--- src/hw/usbhg_map.svh ---
// Constants of the HID general purpose port: endpoint map, report sizes,
// reset values and timing counts.
// Assumes a 10 MHz core clock.
`ifndef USBHG_MAP_SVH
`define USBHG_MAP_SVH

`define USBHG_IF_PIN 1'b0
`define USBHG_IF_SM 1'b1
`define USBHG_EP_CTRL 4'h0
`define USBHG_EP_PIN_IN 4'h1
`define USBHG_EP_PIN_OUT 4'h2
`define USBHG_EP_SM_IN 4'h3
`define USBHG_EP_SM_OUT 4'h4

`define USBHG_PIN_BYTES 7
`define USBHG_PIN_LAST_IDX 3'h6
`define USBHG_PIN_LAST_TX 6'h06
`define USBHG_SM_BYTES 64
`define USBHG_SM_LAST_IDX 6'h3f
`define USBHG_SM_FULL_CNT 7'h40

`define USBHG_LAST_PORT 3'h6
`define USBHG_IMPL_MASK 56'h81ff_ffff_ffff_ff
`define USBHG_OUT_RESET 56'hff_ffff_ffff_ffff

`define USBHG_CLK_PERIOD_NS 100
`define USBHG_SAMPLE_PERIOD_NS 1000000
`define USBHG_PORT_GAP_NS 1000
`define USBHG_SAMPLE_CYC (`USBHG_SAMPLE_PERIOD_NS / `USBHG_CLK_PERIOD_NS)
`define USBHG_PORT_GAP_CYC (`USBHG_PORT_GAP_NS / `USBHG_CLK_PERIOD_NS)

`endif

--- src/hw/usbhg_pkg.sv ---
// Types shared by the HID general purpose port modules.
// Assumes nothing beyond a SystemVerilog compiler.
`default_nettype none

package usbhg_pkg;

  typedef enum logic [1:0] {
    USBHG_UPD_IDLE = 2'b01,
    USBHG_UPD_RUN = 2'b10
  } usbhg_upd_t;

  typedef enum logic [2:0] {
    USBHG_TX_IDLE = 3'b001,
    USBHG_TX_PIN = 3'b010,
    USBHG_TX_SM = 3'b100
  } usbhg_tx_t;

  typedef struct packed {
    logic [6:0] cnt;
    logic v;
    logic [7:0] b;
    logic [5:0] idx;
    logic done;
    logic drop;
  } usbhg_frm_t;

  typedef struct packed {
    logic pwr_done;
    logic power_high;
    logic [55:0] out_lat;
    logic [55:0] out_buf;
    logic [3:0] out_cnt;
    usbhg_upd_t upd_st;
    logic [2:0] upd_port;
    logic [55:0] upd_data;
    logic [55:0] prev_smp;
    logic [55:0] in_rep;
    logic in_pend;
    usbhg_tx_t tx_st;
    logic [5:0] tx_idx;
    logic [55:0] tx_pin;
    logic tx_valid;
    logic [7:0] tx_byte;
    logic tx_last;
    logic tx_nak;
    logic tx_iface;
    logic [63:0][7:0] rep_mem;
    logic [6:0] rep_len;
    logic rep_full;
    logic susp;
    logic [55:0] prev_raw;
    logic wake_sent;
    logic wake_req;
    logic [55:0] drv_out;
    logic [55:0] drv_oe_n;
  } usbhg_state_t;

endpackage

`default_nettype wire

--- src/hw/usbhg_tick.sv ---
// Free running divider that pulses once every PERIOD clocks.
// Assumes one clock and a synchronous active low reset.
`timescale 1ns/10ps
`default_nettype none

module usbhg_tick
#(
  parameter int unsigned PERIOD = 10
)
(
  input wire logic clk,
  input wire logic reset_n,
  output logic tick
);
  localparam int W = $clog2(PERIOD + 1);

  typedef struct packed {
    logic [W-1:0] cnt;
    logic tick;
  } usbhg_tick_st_t;

  usbhg_tick_st_t s_q;
  usbhg_tick_st_t s_d;

  always_comb
  begin
    s_d = s_q;
    s_d.tick = 1'b0;
    if (s_q.cnt == '0)
    begin
      s_d.cnt = W'(PERIOD - 1);
      s_d.tick = 1'b1;
    end
    else
      s_d.cnt = s_q.cnt - W'(1);
  end

  always_ff @(posedge clk)
  begin
    if (!reset_n)
      s_q <= '0;
    else
      s_q <= s_d;
  end

  assign tick = s_q.tick;
endmodule // usbhg_tick

`default_nettype wire

--- src/hw/usbhg_frame.sv ---
// Deframer for special mode command reports: numbers the bytes of
// each report and judges its length when the last byte arrives.
// Assumes at most one byte per clock from the USB engine.
`timescale 1ns/10ps
`default_nettype none

`include "usbhg_map.svh"

module usbhg_frame
  import usbhg_pkg::*;
(
  input wire logic clk,
  input wire logic reset_n,
  input wire logic in_valid,
  input wire logic [7:0] in_byte,
  input wire logic in_last,
  output logic cmd_valid,
  output logic [7:0] cmd_byte,
  output logic [5:0] cmd_idx,
  output logic cmd_done,
  output logic cmd_drop
);
  usbhg_frm_t s_q;
  usbhg_frm_t s_d;

  always_comb
  begin
    s_d = s_q;
    s_d.v = 1'b0;
    s_d.done = 1'b0;
    s_d.drop = 1'b0;
    if (in_valid)
    begin
      // Bytes past the 64th are swallowed; the report is then dropped.
      if (s_q.cnt < `USBHG_SM_FULL_CNT)
      begin
        s_d.v = 1'b1;
        s_d.b = in_byte;
        s_d.idx = s_q.cnt[5:0];
        s_d.cnt = s_q.cnt + 7'h01;
      end
      if (in_last)
      begin
        s_d.cnt = 7'h00;
        s_d.done = (s_q.cnt == 7'(`USBHG_SM_BYTES - 1));
        s_d.drop = !s_d.done;
      end
    end
  end

  always_ff @(posedge clk)
  begin
    if (!reset_n)
      s_q <= '0;
    else
      s_q <= s_d;
  end

  assign cmd_valid = s_q.v;
  assign cmd_byte = s_q.b;
  assign cmd_idx = s_q.idx;
  assign cmd_done = s_q.done;
  assign cmd_drop = s_q.drop;
endmodule // usbhg_frame

`default_nettype wire

--- src/hw/usbhg_port.sv ---
// General purpose port logic of a full-speed HID device: endpoint
// routing, pin sampling and change reports, port-wise output update,
// open-drain pin drive, power strap, suspend and remote wakeup, and
// special mode report framing.
// Assumes a USB engine that handles endpoint 0 and all bus protocol,
// and special mode functions that claim pins through sm_own.
`timescale 1ns/10ps
`default_nettype none

`include "usbhg_map.svh"

////////////////////////////////////////////////////////////////////////
// Function
// Interface 0 pins, interface 1 special modes.
// Endpoint 0 control stays with engine.
// Pin changes queue reports on endpoint 1.
// Data leaves only when the host polls.
// Seven byte endpoint 2 report sets pins.
// Commands: endpoint 4, 63 bytes after ID.
// Special mode replies leave on endpoint 3.
// Host needs USB 1.1 interrupt out.
// Sample pins each millisecond, report differences.
// Owned pins excluded from detection and report.
// Reports at 1 ms, latency within 2 ms.
// Update port by port, about 1 us apart.
// Every pin always readable as input.
// Output bit 0 pulls pin low.
// Output bit 1 releases pin to pull-up.
// Strap at reset selects 100 or 500 mA.
// Externally powered boards strap for 100 mA.
// Suspend releases every pin high.
// Suspended pin change wakes host if enabled.
// Special mode takes its pins from ports.
// Interface 1 is endpoints 3 and 4.
// Special mode reports are 64 bytes with ID.
// Host writes unused port 6 bits as 1.
// Owned pins ignore port output reports.
// Output latches reset to all ones.
module usbhg_port
  import usbhg_pkg::*;
#(
  parameter int unsigned SAMPLE_CYC = `USBHG_SAMPLE_CYC,
  parameter int unsigned GAP_CYC = `USBHG_PORT_GAP_CYC
)
(
  input wire logic clk,
  input wire logic reset_n,
  input wire logic [55:0] pin_in,
  output logic [55:0] pin_out,
  output logic [55:0] pin_oe_n,
  input wire logic power_class_strap_pin,
  output logic power_high,
  input wire logic usb_suspend,
  input wire logic remote_wake_en,
  output logic remote_wake_req,
  input wire logic ep_out_valid,
  input wire logic [3:0] ep_out_ep,
  input wire logic [7:0] ep_out_byte,
  input wire logic ep_out_last,
  input wire logic ep_in_poll,
  input wire logic [3:0] ep_in_ep,
  output logic ep_in_valid,
  output logic [7:0] ep_in_byte,
  output logic ep_in_last,
  output logic ep_in_nak,
  output logic ep_in_iface,
  input wire logic [55:0] sm_own,
  input wire logic [55:0] sm_out,
  input wire logic [55:0] sm_oe_n,
  output logic sm_cmd_valid,
  output logic [7:0] sm_cmd_byte,
  output logic [5:0] sm_cmd_idx,
  output logic sm_cmd_done,
  output logic sm_cmd_drop,
  input wire logic sm_rep_valid,
  input wire logic [7:0] sm_rep_byte,
  input wire logic sm_rep_last,
  output logic sm_rep_ready
);

  //////////////////////////////////////////////////////////////////////
  // Time bases and command deframer.

  logic ms_tick;
  logic us_tick;
  logic cmd_in_valid;
  logic [55:0] smp;
  logic [55:0] own;

  usbhg_tick #(.PERIOD(SAMPLE_CYC)) u_ms_tick
  (
    .clk(clk),
    .reset_n(reset_n),
    .tick(ms_tick)
  );

  usbhg_tick #(.PERIOD(GAP_CYC)) u_us_tick
  (
    .clk(clk),
    .reset_n(reset_n),
    .tick(us_tick)
  );

  assign cmd_in_valid = ep_out_valid && (ep_out_ep == `USBHG_EP_SM_OUT);

  usbhg_frame u_frame
  (
    .clk(clk),
    .reset_n(reset_n),
    .in_valid(cmd_in_valid),
    .in_byte(ep_out_byte),
    .in_last(ep_out_last),
    .cmd_valid(sm_cmd_valid),
    .cmd_byte(sm_cmd_byte),
    .cmd_idx(sm_cmd_idx),
    .cmd_done(sm_cmd_done),
    .cmd_drop(sm_cmd_drop)
  );

  //////////////////////////////////////////////////////////////////////
  // State.

  usbhg_state_t s_q;
  usbhg_state_t s_d;

  // Ownership only covers pins that exist.
  assign own = sm_own & `USBHG_IMPL_MASK;

  // Owned pins read as 0, missing port 6 pins read as 1.
  assign smp = (pin_in | ~`USBHG_IMPL_MASK) & ~own;

  always_comb
  begin
    s_d = s_q;
    s_d.tx_valid = 1'b0;
    s_d.tx_last = 1'b0;
    s_d.tx_nak = 1'b0;
    s_d.wake_req = 1'b0;

    // The strap is caught on the first clock after reset release.
    if (!s_q.pwr_done)
    begin
      s_d.pwr_done = 1'b1;
      s_d.power_high = power_class_strap_pin;
    end

    // Pin output report assembly; endpoint 0 traffic never comes here.
    if (ep_out_valid && (ep_out_ep == `USBHG_EP_PIN_OUT))
    begin
      if (s_q.out_cnt < 4'(`USBHG_PIN_BYTES))
        s_d.out_buf[{s_q.out_cnt[2:0], 3'b000} +: 8] = ep_out_byte;
      if (s_q.out_cnt != 4'hf)
        s_d.out_cnt = s_q.out_cnt + 4'h1;
      if (ep_out_last)
      begin
        s_d.out_cnt = 4'h0;
        // Reports of the wrong length are dropped whole.
        if (s_q.out_cnt == {1'b0, `USBHG_PIN_LAST_IDX})
        begin
          s_d.upd_data = s_d.out_buf;
          s_d.upd_port = 3'h0;
          s_d.upd_st = USBHG_UPD_RUN;
        end
      end
    end

    // Port-wise update, one byte per microsecond tick.
    case (s_q.upd_st)
      USBHG_UPD_IDLE:
      begin
      end
      USBHG_UPD_RUN:
      begin
        if (us_tick && (s_d.upd_st == USBHG_UPD_RUN) &&
            !(ep_out_valid && ep_out_last &&
              ep_out_ep == `USBHG_EP_PIN_OUT))
        begin
          s_d.out_lat[{s_q.upd_port, 3'b000} +: 8] =
            s_q.upd_data[{s_q.upd_port, 3'b000} +: 8];
          if (s_q.upd_port == `USBHG_LAST_PORT)
            s_d.upd_st = USBHG_UPD_IDLE;
          else
            s_d.upd_port = s_q.upd_port + 3'h1;
        end
      end
      default:
        s_d.upd_st = USBHG_UPD_IDLE;
    endcase

    // While a function owns a pin its latch is parked high, so the
    // pin comes back released when the function lets it go.
    s_d.out_lat = s_d.out_lat | own;

    // Endpoint 1 and 3 answers, only in reply to a host poll.
    case (s_q.tx_st)
      USBHG_TX_IDLE:
      begin
        if (ep_in_poll)
        begin
          case (ep_in_ep)
            `USBHG_EP_PIN_IN:
            begin
              if (s_q.in_pend)
              begin
                s_d.tx_pin = s_q.in_rep;
                s_d.in_pend = 1'b0;
                s_d.tx_idx = 6'h00;
                s_d.tx_iface = `USBHG_IF_PIN;
                s_d.tx_st = USBHG_TX_PIN;
              end
              else
                s_d.tx_nak = 1'b1;
            end
            `USBHG_EP_SM_IN:
            begin
              if (s_q.rep_full)
              begin
                s_d.tx_idx = 6'h00;
                s_d.tx_iface = `USBHG_IF_SM;
                s_d.tx_st = USBHG_TX_SM;
              end
              else
                s_d.tx_nak = 1'b1;
            end
            default:
            begin
            end
          endcase
        end
      end
      USBHG_TX_PIN:
      begin
        s_d.tx_valid = 1'b1;
        s_d.tx_byte = s_q.tx_pin[{s_q.tx_idx[2:0], 3'b000} +: 8];
        s_d.tx_last = (s_q.tx_idx == `USBHG_PIN_LAST_TX);
        s_d.tx_idx = s_q.tx_idx + 6'h01;
        if (s_d.tx_last)
          s_d.tx_st = USBHG_TX_IDLE;
      end
      USBHG_TX_SM:
      begin
        s_d.tx_valid = 1'b1;
        // Short replies are padded with zero up to the full 64 bytes.
        if ({1'b0, s_q.tx_idx} < s_q.rep_len)
          s_d.tx_byte = s_q.rep_mem[s_q.tx_idx];
        else
          s_d.tx_byte = 8'h00;
        s_d.tx_last = (s_q.tx_idx == `USBHG_SM_LAST_IDX);
        s_d.tx_idx = s_q.tx_idx + 6'h01;
        if (s_d.tx_last)
        begin
          s_d.rep_full = 1'b0;
          s_d.rep_len = 7'h00;
          s_d.tx_st = USBHG_TX_IDLE;
        end
      end
      default:
        s_d.tx_st = USBHG_TX_IDLE;
    endcase

    // Reply capture from the special mode functions; one reply is
    // held at a time and further ones wait on sm_rep_ready.
    if (sm_rep_valid && !s_q.rep_full)
    begin
      s_d.rep_mem[s_q.rep_len[5:0]] = sm_rep_byte;
      s_d.rep_len = s_q.rep_len + 7'h01;
      if (sm_rep_last || (s_q.rep_len[5:0] == `USBHG_SM_LAST_IDX))
        s_d.rep_full = 1'b1;
    end

    // Millisecond sampling; it runs after the poll logic above so a
    // new change wins over the clear of the pending flag.
    if (ms_tick && !s_q.susp)
    begin
      s_d.prev_smp = smp;
      if (smp != s_q.prev_smp)
      begin
        s_d.in_rep = smp;
        s_d.in_pend = 1'b1;
      end
    end

    // Suspend and remote wakeup; one request per suspend period.
    s_d.susp = usb_suspend;
    s_d.prev_raw = pin_in;
    if (usb_suspend && !s_q.susp)
      s_d.wake_sent = 1'b0;
    if (s_q.susp && usb_suspend && remote_wake_en && !s_q.wake_sent &&
        (((pin_in ^ s_q.prev_raw) & `USBHG_IMPL_MASK) != 56'h0))
    begin
      s_d.wake_req = 1'b1;
      s_d.wake_sent = 1'b1;
    end

    // Open drain drive: a 0 latch pulls low, a 1 latch releases.
    if (s_q.susp)
    begin
      s_d.drv_oe_n = {56{1'b1}};
      s_d.drv_out = 56'h0;
    end
    else
    begin
      s_d.drv_oe_n = (own & sm_oe_n) | (~own & s_q.out_lat) |
                     ~`USBHG_IMPL_MASK;
      s_d.drv_out = own & sm_out;
    end
  end

  always_ff @(posedge clk)
  begin
    if (!reset_n)
    begin
      s_q <= '0;
      s_q.out_lat <= `USBHG_OUT_RESET;
      s_q.upd_st <= USBHG_UPD_IDLE;
      s_q.tx_st <= USBHG_TX_IDLE;
      s_q.drv_oe_n <= {56{1'b1}};
    end
    else
      s_q <= s_d;
  end

  //////////////////////////////////////////////////////////////////////
  // Outputs.

  assign pin_out = s_q.drv_out;
  assign pin_oe_n = s_q.drv_oe_n;
  assign power_high = s_q.power_high;
  assign remote_wake_req = s_q.wake_req;
  assign ep_in_valid = s_q.tx_valid;
  assign ep_in_byte = s_q.tx_byte;
  assign ep_in_last = s_q.tx_last;
  assign ep_in_nak = s_q.tx_nak;
  assign ep_in_iface = s_q.tx_iface;
  assign sm_rep_ready = !s_q.rep_full;
endmodule // usbhg_port

`default_nettype wire

--- config.mk ---
export PLATFORM = sky130hd
export DESIGN_NAME = usbhg_port
export DESIGN_NICKNAME = d
export VERILOG_FILES = /design/src/hw/usbhg_pkg.sv /design/src/hw/usbhg_tick.sv /design/src/hw/usbhg_frame.sv /design/src/hw/usbhg_port.sv
export VERILOG_INCLUDE_DIRS = /design/src /design/src/hw
export SDC_FILE = /design/constraint.sdc
export NUM_CORES = 2
export LEC_CHECK = 0
export ABC_AREA = 0
export BUFFER_PORTS_ARGS = -buffer_cell sky130_fd_sc_hd__buf_4
export CAP_MARGIN = 25
export CORE_UTILIZATION = 55
export CTS_BUF_LIST = sky130_fd_sc_hd__clkbuf_2 sky130_fd_sc_hd__clkbuf_4 sky130_fd_sc_hd__clkbuf_8
export DETAILED_ROUTE_END_ITERATION = 10
export PLACE_DENSITY = 0.74
export SLEW_MARGIN = 25
export SYNTH_ARGS = -nofsm -noshare
export SYNTH_HDL_FRONTEND = slang
export SYNTH_SLANG_ARGS = --single-unit
--- constraint.sdc ---
create_clock -name clk -period 3.28 [get_ports clk]
set_input_delay 0.164 -clock clk [delete_from_list [all_inputs] [get_ports clk]]
set_output_delay 0.164 -clock clk [all_outputs]
set_load 0.02 [all_outputs]
==> results by group <==
Floorplanning
  • Site Rows: 106
  • IO Count: 402
  • Die Wd: 293 um
  • Die H: 293 um
  • Core area: 83800 um2
  • Starting Density: 55.6%
  • Die area: 85900 um2

Placement
  • Dpl hpwl: 94500 um
  • Placed inst area: 49400 um2
  • Final weighted congestion in routability-driven placement: 0.982
  • I/O Buffers: 365

Power and ir drop
  • Power consumption: 28.4 mW
  • Sequential Power Share: 47.0%
  • Clock Power Share: 44.5%
  • P_leak: 21.2 nW
  • P_sw: 7.23 mW
  • Internal: 21.2 mW
  • Sw frac: 25.4%
  • Logic pwr share: 8.6%
  • P per Cell Area: 504 nW/um2
  • Maximum vdd drop: 344 uV

Logic synthesis
  • Synthesized area per cell: 9.26 um2
  • Sequential share of the synthesized area: 45.7%
  • Post-Syn Area: 46600 um2
  • YS warnings: 0
  • Main synth FF type: dfxtp_1
  • Fraction of registers with async set/reset: 0%
  • Synth Instances: 5033
  • Area contributors post-synth: dfxtp_1 (46%), mux2i_1 (11%), mux4_2 (6.3%), nand2_1 (6.3%), a21oi_1 (4.8%)
  • Post-synth EDFFs: 0
  • Yosys top cell by area: dfxtp_1
  • Unique masters post-synth: 84
  • Post-synth top area share: 45.7%
  • Seq cells post-synth: 1065

Global routing
  • First-pass GRT wire length: 230000 um
  • Initial antenna violation count: 23
  • GRT Util Overall: 34.7%
  • Number of global-route vias before repair: 38600
  • Largest net degree at the start of global routing: 167
  • Global route total overflow: 0

Status
  • Status: finished, final reports clean

Routing
  • Routed vias: 41000
  • Detailed-router iteration count before antenna repair: 7
  • Routed Antenna Nets: 0
  • # DRC: 0
  • Routed length per instance: 22.6 um
  • 1st-iter DRT viols: 4820
  • Drt total wl: 153000 um
  • Vias per inst: 6.03

Clock tree
  • Root Buffer: clkbuf_8
  • CTS tree: yes
  • Post-CTS Setup Repair Bufs: 0
  • Clk slew on worst S/H paths: 60 ps
  • Cts bufs inserted: 173
  • H-tree depth: 4
  • Worst skew pair latency: 870 ps
  • Sink Count: 1065
  • Clk buf depth: 3

Worst setup path
  • Worst setup SP type: input pin
  • Crit path kind: input pin to flip-flop
  • Worst Path Max Fanout: 14
  • CP Capture Type: flip-flop
  • CP required: 4030 ps
  • CP arrival: 3800 ps

Timing
  • Post-route clock period utilization: 93.0%
  • Clock skew: 52.5 ps
  • Tmin final: 3050 ps
  • Max Clk Rate: 0.328 GHz
  • Relative slew slack: 38.7%
  • Final hold vios: 0
  • Setup violators final: 0
  • Setup TNS: 0 ps
  • Fin. max-slew vios: 0
  • Slew @ Worst Pin: 912 ps
  • Unrepaired setup endpoints after global routing: false
  • Worst hold slack: 89.7 ps

Worst hold path
  • Hold crit path type: input pin to flip-flop

Finish
  • Finished Cell Area: 56400 um2
  • Layout cells sized above 1: 17.8%
  • Layout Nets: 5786
  • Area grow syn2layout: 21.0%

Run
  • Max_cap viols: 0
cell usage in the layout (no fill, tap or decap), drive strengths merged, types with 25 or more instances in the layout:
cell,netlist,layout
mux4,131,131
and3,65,65
mux2i,529,529
xnor2,68,68
a211oi,59,59
a21oi,447,447
nand2,780,780
dfxtp,1065,1065
inv,34,41
buf,233,476
o21ai,58,58
mux2,26,26
xor2,36,36
and2,60,60
a22oi,25,25
nand4,30,30
nor2,481,481
nor3,50,50
nor2b,62,62
or3,30,30
clkbuf,271,274
nand3,295,295
dlygate4sd3,0,315
cells in the mapped netlist (all sizes together), types with 16 or more instances:
library cell,instances
dfxtp,1065
nand2,780
mux2i,529
nor2,481
a21oi,447
nand3,295
clkbuf,271
buf,233
mux4,131
xnor2,68
and3,65
nor2b,62
and2,60
a211oi,59
o21ai,58
nor3,50
xor2,36
inv,34
nand4,30
or3,30
mux2,26
a22oi,25
ha,23
nor4,22
nand2b,18
a2111o,16
cell type report:
type	count	area, um2
clock inverters	36	405
flip-flops and latches	1065	21300
clock buffers	274	3450
diodes	19	47.5
well taps	1134	1420
fillers	6277	27400
inverters	36	144
repair buffers	791	6960
multi-input cells	3438	22700
kinds of logic after synthesis:
| family | after synthesis | synth area share (%) |
|---|---|---|
| AO/OA/AOI/OAI | 679 | 8.45 |
| XOR/XNOR | 104 | 1.95 |
| adder cells (fa/ha/maj) | 23 | 0.617 |
| buffers and inverters | 540 | 5.92 |
| flip-flops | 1065 | 45.7 |
| multiplexers | 686 | 18.4 |
| other | 2 | 0.0161 |
| AND/OR/NAND/NOR | 1934 | 18.9 |
path summary, 6_finish.rpt:
path	start	endpoint	slack, ps	cells past startpoint
min	sm_own[44]	s_q[1046]$_SDFF_PN1_	90	3
max	ep_out_valid	s_q[1024]$_SDFF_PN1_	230	12
min reg2reg	s_q[817]$_SDFFE_PN0P_	s_q[751]$_SDFFE_PN0P_	440	2
max reg2reg	s_q[937]$_SDFF_PN0_	s_q[1024]$_SDFF_PN1_	250	10
power by group through the flow:
stage               clock, mW  combinational [mW]  sequential (mW)
detailed placement          0                2.02             13.6
global route             13.4                2.56             13.4
CTS                      12.7                2.32             13.3
floorplan                   0                1.31             13.6
finish                   12.7                2.43             13.4
global placement            0                1.99             13.6
what timing repair did:
item / in CTS / in global routing
endpoints found under the setup margin: 0 / 8
endpoints found under the hold margin: 894 / 0
hold buffers: 315 / 0
gates resized for setup: 0 / 4
flip-flops by register name (all words and copies together) (netlist names), 4 cells and up:
register / count
s_q: 907
pin_oe_n: 50
pin_out: 50
u_ms_tick.s_q: 14
ep_in_byte: 8
u_frame.cmd_byte: 8
u_frame.s_q: 7
u_frame.cmd_idx: 6
u_us_tick.s_q: 4
stage by stage:
stage	std cells	worst slack (ps)	util (%)
2_1_floorplan	5043	633	-
3_5_place_dp	6149	283	58.9
6_report	6793	230	67.3
4_1_cts	6774	120	67.2
5_1_grt	6787	90.2	67.3
3_3_place_gp	6149	383	58.9
metal layers:
metal,wire length (um),vias up,global-route usage [%]
met3,16500,543,9.11
met4,7070,12,15.8
li1,-,18200,-
met2,68000,2380,52.5
met1,61500,19800,46.3
met5,83,-,0
worst max-delay path, cell delays in order:
cell and delay [ps]:
dlygate4sd3_1 570, buf_4 150, nor3b_2 150, dlygate4sd3_1 570, nand4b_2 230, nand4_2 230
nor3b_4 200, buf_4 180, nand2_1 370, nand2_1 220, o2111ai_1 130, dlygate4sd3_1 620
Power figures use the tool's default switching activity.
